==> config.mk <==
export PLATFORM = sky130hd
export DESIGN_NAME = packet_buffer_diag_regs
export DESIGN_NICKNAME = d
export VERILOG_FILES = /design/src/design/diag_regs_pkg.sv /design/src/design/ptr_if.sv /design/src/design/ptr_reg_cell.sv /design/src/design/packet_buffer_diag_regs.sv
export VERILOG_INCLUDE_DIRS = /design/src /design/src/design
export SDC_FILE = /design/constraint.sdc
export NUM_CORES = 1
export LEC_CHECK = 0
export BUFFER_PORTS_ARGS = -buffer_cell sky130_fd_sc_hd__buf_2
export CAP_MARGIN = 20
export CORE_MARGIN = 8
export CORE_UTILIZATION = 50
export DETAILED_ROUTE_END_ITERATION = 6
export GPL_ROUTABILITY_DRIVEN = 1
export PLACE_DENSITY = 0.77
export SLEW_MARGIN = 10
export SYNTH_ARGS = -nofsm -noshare
export SYNTH_HDL_FRONTEND = slang
export SYNTH_HIERARCHICAL = 1
export SYNTH_SLANG_ARGS = --single-unit
==> constraint.sdc <==
create_clock -name mclk -period 4.7 [get_ports mclk]
set_clock_uncertainty 0.2 [all_clocks]
set_input_delay 0.47 -clock mclk [delete_from_list [all_inputs] [get_ports mclk]]
set_output_delay 0.47 -clock mclk [all_outputs]
set_load 0.02 [all_outputs]
==> src/design/diag_regs_cfg.svh <==
// Offsets, field positions, reset values and fixed counts of the diagnostic register bank.
// Assumes byte offsets on a 32-bit register bus with word addressing.
`ifndef DIAG_REGS_CFG_SVH
`define DIAG_REGS_CFG_SVH

`define OFS_PHY_OPT 18'h00F10
`define OFS_RXH 18'h02410
`define OFS_RXT 18'h02418
`define OFS_RXHS 18'h02420
`define OFS_RXTS 18'h02428
`define OFS_RXPC 18'h02430
`define OFS_TXH 18'h03410
`define OFS_RXH_ALIAS 18'h08000
`define OFS_RXT_ALIAS 18'h08008
`define OFS_TXH_ALIAS 18'h08010

`define PO_ALWAYS_LPL 1
`define PO_LPL 2
`define PO_GIG_DIS_NA 3
`define PO_DRV_CLASS 4
`define PO_RENEG 5
`define PO_GIG_DIS 6
`define PO_AUTO_UPD_DIS 7
`define PO_PAUSE_SYM 8
`define PO_PAUSE_ASYM 9
`define PO_W 10
`define PO_NVM_W 8
`define PO_RST 10'h30D

`define PTR_W 13
`define PTR_RST 13'h0000
`define RXA_DEFAULT 6'h0C
`define RXA_SCALE 128
`define TXH_RST 13'h0600

`define PI_RXH 0
`define PI_RXT 1
`define PI_RXHS 2
`define PI_RXTS 3
`define PI_RXPC 4
`define PI_TXH 5
`define PI_N 6

`endif

==> src/design/diag_regs_pkg.sv <==
// Types shared by the diagnostic register bank.
// Assumes diag_regs_cfg.svh for widths.
`include "diag_regs_cfg.svh"
package diag_regs_pkg;
    typedef logic [`PTR_W-1:0] ptr_t;
    typedef logic [`PO_W-1:0] phy_opt_t;
    typedef enum logic [1:0] {
        BS_IDLE = 2'b00,
        BS_ACK = 2'b01
    } bus_state_e;
endpackage

==> src/design/ptr_if.sv <==
// Carrier between the bank and one pointer register cell.
// Assumes one writer on each side of the modports.
`timescale 1ns/1ps
`default_nettype none
interface ptr_if;
    import diag_regs_pkg::*;
    logic sw_we;
    ptr_t sw_data;
    logic hw_we;
    ptr_t hw_data;
    ptr_t value;
    modport keeper(input sw_we, input sw_data, input hw_we, input hw_data, output value);
    modport user(output sw_we, output sw_data, output hw_we, output hw_data, input value);
endinterface
`default_nettype wire

==> src/design/ptr_reg_cell.sv <==
// One FIFO pointer or count register with software and hardware load paths.
// Assumes mclk and an asynchronous active-high reset.
`timescale 1ns/1ps
`default_nettype none
`include "diag_regs_cfg.svh"
module ptr_reg_cell #(
    parameter diag_regs_pkg::ptr_t RST_VAL = `PTR_RST
) (
    // Clock and reset
    input wire logic mclk,
    input wire logic rst,
    // Register port
    ptr_if.keeper p
);
    import diag_regs_pkg::*;

    // Software write replaces the live value; hardware continues from it
    always_ff @(posedge mclk or posedge rst) begin
        if (rst) begin
            p.value <= RST_VAL;
        end else if (p.sw_we) begin
            p.value <= p.sw_data;
        end else if (p.hw_we) begin
            p.value <= p.hw_data;
        end
    end
endmodule
`default_nettype wire

==> src/design/packet_buffer_diag_regs.sv <==
// Diagnostic register bank: PHY option bits and packet buffer FIFO pointers.
// Assumes an Avalon-MM master with word addresses and FIFO logic driving update strobes.
`timescale 1ns/1ps
`default_nettype none
`include "diag_regs_cfg.svh"
// Operation
// - Always-low-power bit forces slowest link everywhere.
// - Low-power bit slows link outside full activity.
// - Bit 3 blocks gigabit outside full activity.
// - Bit 6 blocks gigabit in all states.
// - Writing bit 5 restarts auto-negotiation.
// - Bit 7 stops flash auto-update on writes.
// - Bit 8 advertises symmetric pause, resets one.
// - Bit 9 advertises asymmetric pause, resets one.
// - Low option byte loads from nonvolatile word.
// - Receive head: 13-bit word offset, resets zero.
// - Receive tail: 13-bit word offset.
// - Alias addresses reach the same pointer registers.
// - Pointers count from whole buffer start.
// - Saved head and tail copies, reset zero.
// - Receive packet count, 13 bits, resets zero.
// - Transmit head: 13-bit word offset.
// - Transmit head resets to default allocation (12) times 128.
// - Upper pointer bits read zero.
module packet_buffer_diag_regs (
    // Clock and reset
    input wire logic mclk,
    input wire logic rst,
    // Avalon-MM slave
    input wire logic [15:0] avs_address,
    input wire logic avs_read,
    input wire logic avs_write,
    input wire logic [31:0] avs_writedata,
    input wire logic [3:0] avs_byteenable,
    output logic [31:0] avs_readdata,
    output logic avs_waitrequest,
    // Nonvolatile load and power state
    input wire logic nvm_load,
    input wire logic [7:0] nvm_opt_byte,
    input wire logic fully_active_state,
    // FIFO logic updates
    input wire logic rx_head_upd,
    input wire diag_regs_pkg::ptr_t rx_head_in,
    input wire logic rx_tail_upd,
    input wire diag_regs_pkg::ptr_t rx_tail_in,
    input wire logic rx_ptr_save,
    input wire logic rx_ptr_restore,
    input wire logic rx_pkt_inc,
    input wire logic rx_pkt_dec,
    input wire logic tx_head_upd,
    input wire diag_regs_pkg::ptr_t tx_head_in,
    input wire logic alloc_reload,
    input wire logic [5:0] rx_allocation_size,
    // Pointer values to FIFO logic
    output diag_regs_pkg::ptr_t rx_head,
    output diag_regs_pkg::ptr_t rx_tail,
    output diag_regs_pkg::ptr_t rx_packet_count,
    output diag_regs_pkg::ptr_t tx_head,
    // PHY controls
    output logic phy_slowest_link,
    output logic phy_gigabit_disable,
    output logic phy_autoneg_restart,
    output logic phy_pause_sym,
    output logic phy_pause_asym,
    output logic line_driver_class,
    output logic flash_auto_update_disable
);
    import diag_regs_pkg::*;

    bus_state_e state_ff;
    logic wait_ff;
    logic [31:0] rdata_ff;
    phy_opt_t opt_ff;
    logic reneg_ff;
    logic slow_ff;
    logic gig_dis_ff;
    logic pause_sym_ff;
    logic pause_asym_ff;
    logic drv_class_ff;
    logic upd_dis_ff;
    logic [17:0] byte_addr;
    logic req;
    logic acc_wr;
    logic hit_opt;
    logic [`PI_N-1:0] hit;
    logic [31:0] nxt_rdata;
    logic [31:0] wmask;
    ptr_t live [`PI_N];
    ptr_t tx_alloc_ptr;

    ptr_if pif [`PI_N] ();

    assign byte_addr = {avs_address, 2'b00};
    assign req = avs_read | avs_write;
    assign acc_wr = avs_write & (state_ff == BS_ACK);
    assign wmask = {{8{avs_byteenable[3]}}, {8{avs_byteenable[2]}},
                    {8{avs_byteenable[1]}}, {8{avs_byteenable[0]}}};
    assign tx_alloc_ptr = ptr_t'(rx_allocation_size * `RXA_SCALE);

    // Address decode, aliases included
    always_comb begin
        hit_opt = 1'b0;
        hit = '0;
        unique case (byte_addr)
            `OFS_PHY_OPT: hit_opt = 1'b1;
            `OFS_RXH, `OFS_RXH_ALIAS: hit[`PI_RXH] = 1'b1;
            `OFS_RXT, `OFS_RXT_ALIAS: hit[`PI_RXT] = 1'b1;
            `OFS_RXHS: hit[`PI_RXHS] = 1'b1;
            `OFS_RXTS: hit[`PI_RXTS] = 1'b1;
            `OFS_RXPC: hit[`PI_RXPC] = 1'b1;
            `OFS_TXH, `OFS_TXH_ALIAS: hit[`PI_TXH] = 1'b1;
            default: hit_opt = 1'b0;
        endcase
    end

    // Read mux; unmapped and reserved bits return zero
    always_comb begin
        nxt_rdata = 32'h0000_0000;
        if (hit_opt) begin
            nxt_rdata[`PO_W-1:0] = opt_ff;
        end
        for (int i = 0; i < `PI_N; i++) begin
            if (hit[i]) begin
                nxt_rdata[`PTR_W-1:0] = live[i];
            end
        end
    end

    // One wait cycle: request seen, then answered
    always_ff @(posedge mclk or posedge rst) begin
        if (rst) begin
            state_ff <= BS_IDLE;
            wait_ff <= 1'b1;
        end else begin
            unique case (state_ff)
                BS_IDLE: begin
                    if (req) begin
                        state_ff <= BS_ACK;
                        wait_ff <= 1'b0;
                    end
                end
                BS_ACK: begin
                    state_ff <= BS_IDLE;
                    wait_ff <= 1'b1;
                end
                default: begin
                    state_ff <= BS_IDLE;
                    wait_ff <= 1'b1;
                end
            endcase
        end
    end

    always_ff @(posedge mclk or posedge rst) begin
        if (rst) begin
            rdata_ff <= 32'h0000_0000;
        end else if (avs_read && state_ff == BS_IDLE) begin
            rdata_ff <= nxt_rdata;
        end
    end

    assign avs_waitrequest = wait_ff;
    assign avs_readdata = rdata_ff;

    // Option register; re-negotiation bit is a command and never stored
    always_ff @(posedge mclk or posedge rst) begin
        if (rst) begin
            opt_ff <= `PO_RST;
        end else if (acc_wr && hit_opt) begin
            opt_ff <= (opt_ff & ~wmask[`PO_W-1:0])
                | (avs_writedata[`PO_W-1:0] & wmask[`PO_W-1:0]);
            opt_ff[`PO_RENEG] <= 1'b0;
        end else if (nvm_load) begin
            opt_ff[`PO_NVM_W-1:0] <= nvm_opt_byte;
            opt_ff[`PO_RENEG] <= 1'b0;
        end
    end

    // Restart pulse on a write that sets the command bit
    always_ff @(posedge mclk or posedge rst) begin
        if (rst) begin
            reneg_ff <= 1'b0;
        end else begin
            reneg_ff <= acc_wr & hit_opt & avs_byteenable[0]
                & avs_writedata[`PO_RENEG];
        end
    end

    // Link speed resolution from option bits and power state
    always_ff @(posedge mclk or posedge rst) begin
        if (rst) begin
            slow_ff <= 1'b0;
            gig_dis_ff <= 1'b0;
        end else begin
            slow_ff <= opt_ff[`PO_ALWAYS_LPL]
                | (opt_ff[`PO_LPL] & ~fully_active_state);
            gig_dis_ff <= opt_ff[`PO_GIG_DIS]
                | (opt_ff[`PO_GIG_DIS_NA] & ~fully_active_state);
        end
    end

    always_ff @(posedge mclk or posedge rst) begin
        if (rst) begin
            pause_sym_ff <= 1'b1;
            pause_asym_ff <= 1'b1;
            drv_class_ff <= 1'b0;
            upd_dis_ff <= 1'b0;
        end else begin
            pause_sym_ff <= opt_ff[`PO_PAUSE_SYM];
            pause_asym_ff <= opt_ff[`PO_PAUSE_ASYM];
            drv_class_ff <= opt_ff[`PO_DRV_CLASS];
            upd_dis_ff <= opt_ff[`PO_AUTO_UPD_DIS];
        end
    end

    assign phy_slowest_link = slow_ff;
    assign phy_gigabit_disable = gig_dis_ff;
    assign phy_autoneg_restart = reneg_ff;
    assign phy_pause_sym = pause_sym_ff;
    assign phy_pause_asym = pause_asym_ff;
    assign line_driver_class = drv_class_ff;
    assign flash_auto_update_disable = upd_dis_ff;

    // Pointer cells; values are whole-buffer word offsets
    for (genvar g = 0; g < `PI_N; g++) begin : g_ptr
        ptr_reg_cell #(
            .RST_VAL((g == `PI_TXH) ? `TXH_RST : `PTR_RST)
        ) u_cell (
            .mclk(mclk),
            .rst(rst),
            .p(pif[g])
        );
        assign live[g] = pif[g].value;
        assign pif[g].sw_we = acc_wr & hit[g];
        assign pif[g].sw_data = (pif[g].value & ~wmask[`PTR_W-1:0])
            | (avs_writedata[`PTR_W-1:0] & wmask[`PTR_W-1:0]);
    end

    // Hardware update paths
    assign pif[`PI_RXH].hw_we = rx_head_upd | rx_ptr_restore;
    assign pif[`PI_RXH].hw_data = rx_ptr_restore ? live[`PI_RXHS] : rx_head_in;
    assign pif[`PI_RXT].hw_we = rx_tail_upd | rx_ptr_restore;
    assign pif[`PI_RXT].hw_data = rx_ptr_restore ? live[`PI_RXTS] : rx_tail_in;
    assign pif[`PI_RXHS].hw_we = rx_ptr_save;
    assign pif[`PI_RXHS].hw_data = live[`PI_RXH];
    assign pif[`PI_RXTS].hw_we = rx_ptr_save;
    assign pif[`PI_RXTS].hw_data = live[`PI_RXT];
    assign pif[`PI_RXPC].hw_we = rx_pkt_inc ^ rx_pkt_dec;
    assign pif[`PI_RXPC].hw_data = rx_pkt_inc ? live[`PI_RXPC] + ptr_t'(1)
        : live[`PI_RXPC] - ptr_t'(1);
    assign pif[`PI_TXH].hw_we = tx_head_upd | alloc_reload;
    assign pif[`PI_TXH].hw_data = alloc_reload ? tx_alloc_ptr : tx_head_in;

    assign rx_head = live[`PI_RXH];
    assign rx_tail = live[`PI_RXT];
    assign rx_packet_count = live[`PI_RXPC];
    assign tx_head = live[`PI_TXH];
endmodule
`default_nettype wire

* Word level (Yosys, flattened, before mapping)
Cells that the tools add are included.
Word-level totals: register bits 111, latch bits 0, bits in writable memories 0, ROM bits 0, output and inout port bits 92, logic and storage cells 119, memories kept 0
Operators by class: $add $sub $neg 2, $mul 0, div/mod/pow operators 0, magnitude comparators 0, eq/ne operators 12, shifts and indexed selects 0, mux-type cells 36, bitwise operators 38, reduce and logical (&&, ||, !) cells 13
Operators by type and width (count):
- $mux 13 | 22
- $eq 16x12->1 const B | 6
- $and 13x13->13 | 7
- $or 13x13->13 | 6
- $eq 16x14->1 const B | 3
- $and 10x10->10 | 2
- $eq 16x10->1 const B | 1
- $mux 8 | 2
- $reduce_bool 2->1 | 7
- $add 13x1->13 const B | 1
- $not 13->13 | 1
- $sub 13x1->13 const B | 1
- $and 1x1->1 | 12
- $mux 10 | 1
- $not 10->10 | 1
- $or 10x10->10 | 1
- $mux 1 | 9
- $or 1x1->1 | 6
- $reduce_or 2->1 | 3
- $mux 2 | 2
- $eq 2x1->1 const B | 1
- $logic_and 1x1->1 | 2
- $logic_not 2->1 | 1
- $ne 2x2->1 const B | 1
- other kinds (2) | 2

* Logic depth before layout (Yosys ltp)
depth in word-level cells 9, depth in mapped cells 10, gate-level depth less buffers 10

* By module
The synthesis kept the hierarchy.
By module, submodules not included:
- packet_buffer_diag_regs | times used 1, cells an instance 538, area an instance 3856.2 µm², sequential area each 785.8 µm²
- ptr_reg_cell (g_ptr[0].u_cell ...) | times used 5, cells an instance 57, area an instance 614.3 µm², sequential area each 325.3 µm²
- ptr_reg_cell (g_ptr[5].u_cell) | times used 1, cells an instance 57, area an instance 616.8 µm², sequential area each 327.8 µm²

* Worst setup path after synthesis
No wires, ideal clock.
path type input-to-reg, from in rx_pkt_inc, to reg g_ptr[4].u_cell.p.value[11], setup time 0.142 ns, arrival 2.432 ns, required time 4.358 ns, setup slack 1.925 ns, stages on the path 10, path through inv_1 ha_1 a211oi_1 nor2_1 o41a_1 a41o_1 o41ai_1 xnor2_1 mux2i_1 o21ai_1
Between the ends: longest elaborated chain between the ends 3
RTL lines:
- start: declaration | line packet_buffer_diag_regs.sv:48 | input wire logic rx_pkt_inc,
- $mux 13 | line packet_buffer_diag_regs.sv:249 | assign pif[`PI_RXPC].hw_data = rx_pkt_inc ? live[`PI_RXPC] + ptr_t'(1)
- via pif[4].hw_data[11] | line ptr_if.sv:10 | ptr_t hw_data;
- $mux 13 | line ptr_reg_cell.sv:23 | end else if (p.hw_we) begin
- $mux 13 | line ptr_reg_cell.sv:21 | end else if (p.sw_we) begin
- end signal: assignment | line ptr_reg_cell.sv:22 | p.value <= p.sw_data;
- end signal: assignment | line ptr_reg_cell.sv:24 | p.value <= p.hw_data;
- end: declaration | line ptr_if.sv:12 | modport keeper(input sw_we, input sw_data, input hw_we, input hw_data, output value);
The timed path passes the listed nets, and every way through them passes these cells. The select of a mux whose other input is x is not followed. A chain may end at the register's enable or synchronous reset.

* Worst setup path after layout
from in avs_address[5], to reg g_ptr[3].u_cell.p.value[0]
Between the ends: longest elaborated chain between the ends 4
RTL lines:
- start: declaration | line packet_buffer_diag_regs.sv:30 | input wire logic [15:0] avs_address,
- $eq 16x12->1 * | line packet_buffer_diag_regs.sv:104 | unique case (byte_addr)
- $mux 1 * | line packet_buffer_diag_regs.sv:104
- $and 1x1->1 * | line packet_buffer_diag_regs.sv:234 | assign pif[g].sw_we = acc_wr & hit[g];
- via pif[3].sw_we | line ptr_if.sv:7 | logic sw_we;
- $mux 13 / $reduce_bool 2->1 (equally long branches)
- end signal: assignment | line ptr_reg_cell.sv:22
- end signal: assignment | line ptr_reg_cell.sv:24
- end: declaration | line ptr_if.sv:12
The timed path passes the listed nets; every way through them passes the cells marked *.

==> metrics.log <==
[metrics] result of the run: finished, final reports clean
[metrics] highest achievable clock rate: 331 MHz
[metrics] share of power burned in registers: 39.9%
[metrics] internal power of the cells: 0.00212 W
[metrics] worst hold slack after final layout: 0.177 ns
[metrics] later-pin clock latency in the skew report: 0.36 ns
[metrics] GR Overflow Total: 0
[metrics] Critical Path Slowest Stage Cell: and2_1
[metrics] fraction of final layout cells with drive strength greater than 1: 24.6%
[metrics] Worst setup EP type: flop
[metrics] area share of the largest cell type after synthesis: 32.8%
[metrics] initial antenna violation count: 0
[metrics] count of flip-flops with a built-in enable after synthesis: 0
[metrics] post-synthesis sequential area ratio: 36.3%
[metrics] final count of hold timing violations: 0
[metrics] sum of negative setup slack: 0 ns
[metrics] switching portion of total power: 40.4%
[metrics] count leader, synth: o21ai_0
[metrics] worst setup slack for register-to-register paths: 2.02 ns
[metrics] layout overhead on the synthesized area: 13.9%
[metrics] areal power density over the cells: 413 mW/mm^2
[metrics] Setup Viol. Count Final: 0
[metrics] cell area after synthesis: 0.00754 sq mm
[metrics] area occupied by multi-input gates: 0.00405 sq mm
[metrics] vias in the first global route: 7100
[metrics] overall track demand over capacity in global routing: 25.0%
[metrics] FF+latch area: 0.00274 sq mm
[metrics] dominant cell type by area after synthesis: dfrtp_1
[metrics] number of fillers in the final layout: 1395
[metrics] nets: 1149
[metrics] clock net sink count: 109
[metrics] worst voltage drop across the vdd grid: 185 uV
[metrics] final routed wire length divided by cell count: 20.2 um
[metrics] via density per instance: 5.86
[metrics] power share of the combinational group: 37.7%
[metrics] arrival time at the worst endpoint: 3.03 ns
[metrics] cell at the root of the clock tree: clkbuf_16
[metrics] Most used DFF post-synth: dfrtp_1
[metrics] Maximum Capacitance Violations: 0
[metrics] routed vias: 7098
[metrics] RSZ-0062 raised after global routing: no
[metrics] number of I/O pins: 211
[metrics] Synth area leaders: dfrtp_1, mux2i_1, o21ai_0
[metrics] kind of start point of the critical path: primary input
[metrics] Max Slew Vio Count: 0
[metrics] routability congestion estimate: 0.945
[metrics] Clk pwr share: 22.4%
[metrics] wire length of the first global-routing pass: 38400 um
[metrics] Num CTS Buffers: 9
[metrics] number of buffers and inverters on the critical path: 2
[metrics] cell types with the highest counts after synthesis: o21ai_0, nand2_1, dfrtp_1, inv_1, mux2i_1
[metrics] synthesis warning total: 6
[metrics] setup repair bufs after CTS: 0
[metrics] Hold-fix buffers, CTS: 1
[metrics] remaining design rule violation count: 0
[metrics] Synth cell types: 59
[metrics] first drt pass iteration count: 6
[metrics] die area: 0.0193 sq mm
[metrics] pin count of the biggest net entering global routing: 58
[metrics] post-place instance area: 0.00829 sq mm
[metrics] number of storage elements in the synthesis netlist: 109
[metrics] HPWL reported at the end of detailed placement: 18100 um
[metrics] required time of the worst setup path: 4.71 ns
[metrics] antenna cells: 0
[metrics] die boundary width: 139 um
[metrics] Worst-path clk slew: 0.07 ns
[metrics] post-route standard cell area excluding fillers: 0.00860 sq mm
[metrics] post-detailed-routing wire length: 24500 um
[metrics] core region area: 0.0150 sq mm
[metrics] worst max-slew margin expressed relative to the limit: 21.6%
[metrics] Initial Utilization: 50.4%
[metrics] leakage: 4.16 nW
[metrics] proportion of synthesized flip-flops having asynchronous set or reset: 100%
[metrics] 1st-iter DRT viols: 906
[metrics] H-tree level count: 3
[metrics] Tmin final: 3.02 ns
[metrics] CTS max path bufs: 2
[metrics] maximum fanout count along the critical path: 26
[metrics] clock tree from TritonCTS: built
[metrics] share of the clock period used by the worst path: 64.3%
[metrics] number of buffers added on ports: 169
[metrics] cell type group with the largest total delay on the critical path: simple AND/OR/NAND/NOR gates
[metrics] vertical die dimension: 139 um
[metrics] mean cell area of the mapped netlist: 8.57 sq um
[metrics] number of rows in the core area: 45
[metrics] longest individual stage delay on the worst path: 0.75 ns
[metrics] post-cts gate resize count: 0
[metrics] cells along the critical path: buf_2, nor3_1, nand2_1, nor4_2, buf_4, and2_1, o21ai_0
[metrics] total power draw: 0.00355 W
[metrics] total net switching power: 0.00143 W
[metrics] category of the critical setup timing path: in2reg
[metrics] slew at the pin closest to its max-slew limit: 1.17 ns
[metrics] type of the worst min-delay path: in2reg
[metrics] Cells after Synth: 880
[metrics] number of nets still failing antenna checks after routing: 0
==> cells by family after synthesis <==
kind of cell | count (synthesis) | share of synthesized area [%]
compound gates | 270 | 20.9
xor+xnor | 11 | 1.28
fa+ha+maj | 12 | 2.09
buf+inv | 162 | 11.3
flops | 109 | 36.3
mux | 112 | 15.4
other cells | 1 | 0.0497
simple gates | 203 | 12.6
==> flip-flops by register name, indices dropped and copies added, names as in the netlist, named ones only <==
signal and flops:
phy_pause_sym 1, phy_autoneg_restart 1, g_ptr.u_cell/p.value 78, avs_waitrequest 1
phy_slowest_link 1, state_ff 1, phy_gigabit_disable 1, flash_auto_update_disable 1
line_driver_class 1, avs_readdata 13, phy_pause_asym 1
==> cells in the final DEF, fill, tap and decap left out, types with 5 or more instances in the layout <==
| cell | netlist | final |
|---|---|---|
| a21oi_1 | 14 | 14 |
| mux2i_1 | 78 | 78 |
| xnor2_1 | 9 | 9 |
| nor2_1 | 34 | 34 |
| a211oi_1 | 11 | 11 |
| nor3_1 | 6 | 5 |
| a22o_1 | 5 | 5 |
| nor4_2 | 1 | 5 |
| o22ai_1 | 7 | 7 |
| clkbuf_16 | 0 | 9 |
| inv_1 | 91 | 91 |
| a221o_1 | 16 | 16 |
| a22oi_1 | 10 | 10 |
| mux2_2 | 34 | 34 |
| dfstp_2 | 10 | 10 |
| nand2_1 | 113 | 113 |
| conb_1 | 1 | 19 |
| ha_1 | 11 | 11 |
| buf_4 | 19 | 10 |
| o21ai_0 | 125 | 125 |
| nor2b_1 | 10 | 10 |
| o21ai_1 | 63 | 63 |
| dfrtp_1 | 99 | 99 |
| buf_2 | 14 | 169 |
==> final cells by class <==
cell class              count  share of cell area, %
clock buffers              10                   2.66
multi-input cells         627                   47.1
flip-flops and latches    109                   31.9
well taps                 188                   2.74
repair buffers            180                   10.8
clock inverters             6                  0.830
inverters                  91                   3.97
==> routing by layer <==
metal,up-vias,global-route usage [%],wire [um]
li1,3302,-,-
met1,3340,30.6,9770
met2,394,40.2,11400
met3,62,6.13,2330
met4,0,12.9,999
met5,-,0,0
==> per-stage QoR <==
stage               cells  utilization, %  setup WS (ns)
floorplan             898               -           1.93
global placement     1194            55.3           1.44
detailed placement   1194            55.3           1.35
CTS                  1211            57.4           1.76
global route         1211            57.4           1.52
finish               1211            57.4           1.68
==> power groups by stage <==
stage / Sequential, W / Clock (W) / Combinational [W]
global placement: 0.00142 / 0 / 0.00130
finish: 0.00142 / 0.000794 / 0.00134
detailed placement: 0.00143 / 0 / 0.00132
floorplan: 0.00150 / 0 / 0.000834
CTS: 0.00141 / 0.000803 / 0.00133
global route: 0.00144 / 0.000845 / 0.00149
==> tightest hold or removal path, stage by stage <==
cell     delay, ns
buf_2         0.09
o22ai_1       0.06
nor2_1        0.09
==> final timing paths <==
| path | start | endpoint | depth (start not counted) |
|---|---|---|---|
| worst max-delay path | avs_address[5] | g_ptr[3].u_cell/p.value[0] | 7 |
| worst max register to register | g_ptr[4].u_cell/p.value[1] | g_ptr[4].u_cell/p.value[11] | 9 |
| min in group asynchronous | rst | avs_readdata[3] | 3 |
| worst min-delay path | avs_writedata[7] | flop | 3 |
| worst min register to register | flop | phy_pause_sym | 0 |
| max in group asynchronous | rst | asynchronous set/reset pin | 4 |
Power figures use the tool's default switching activity.
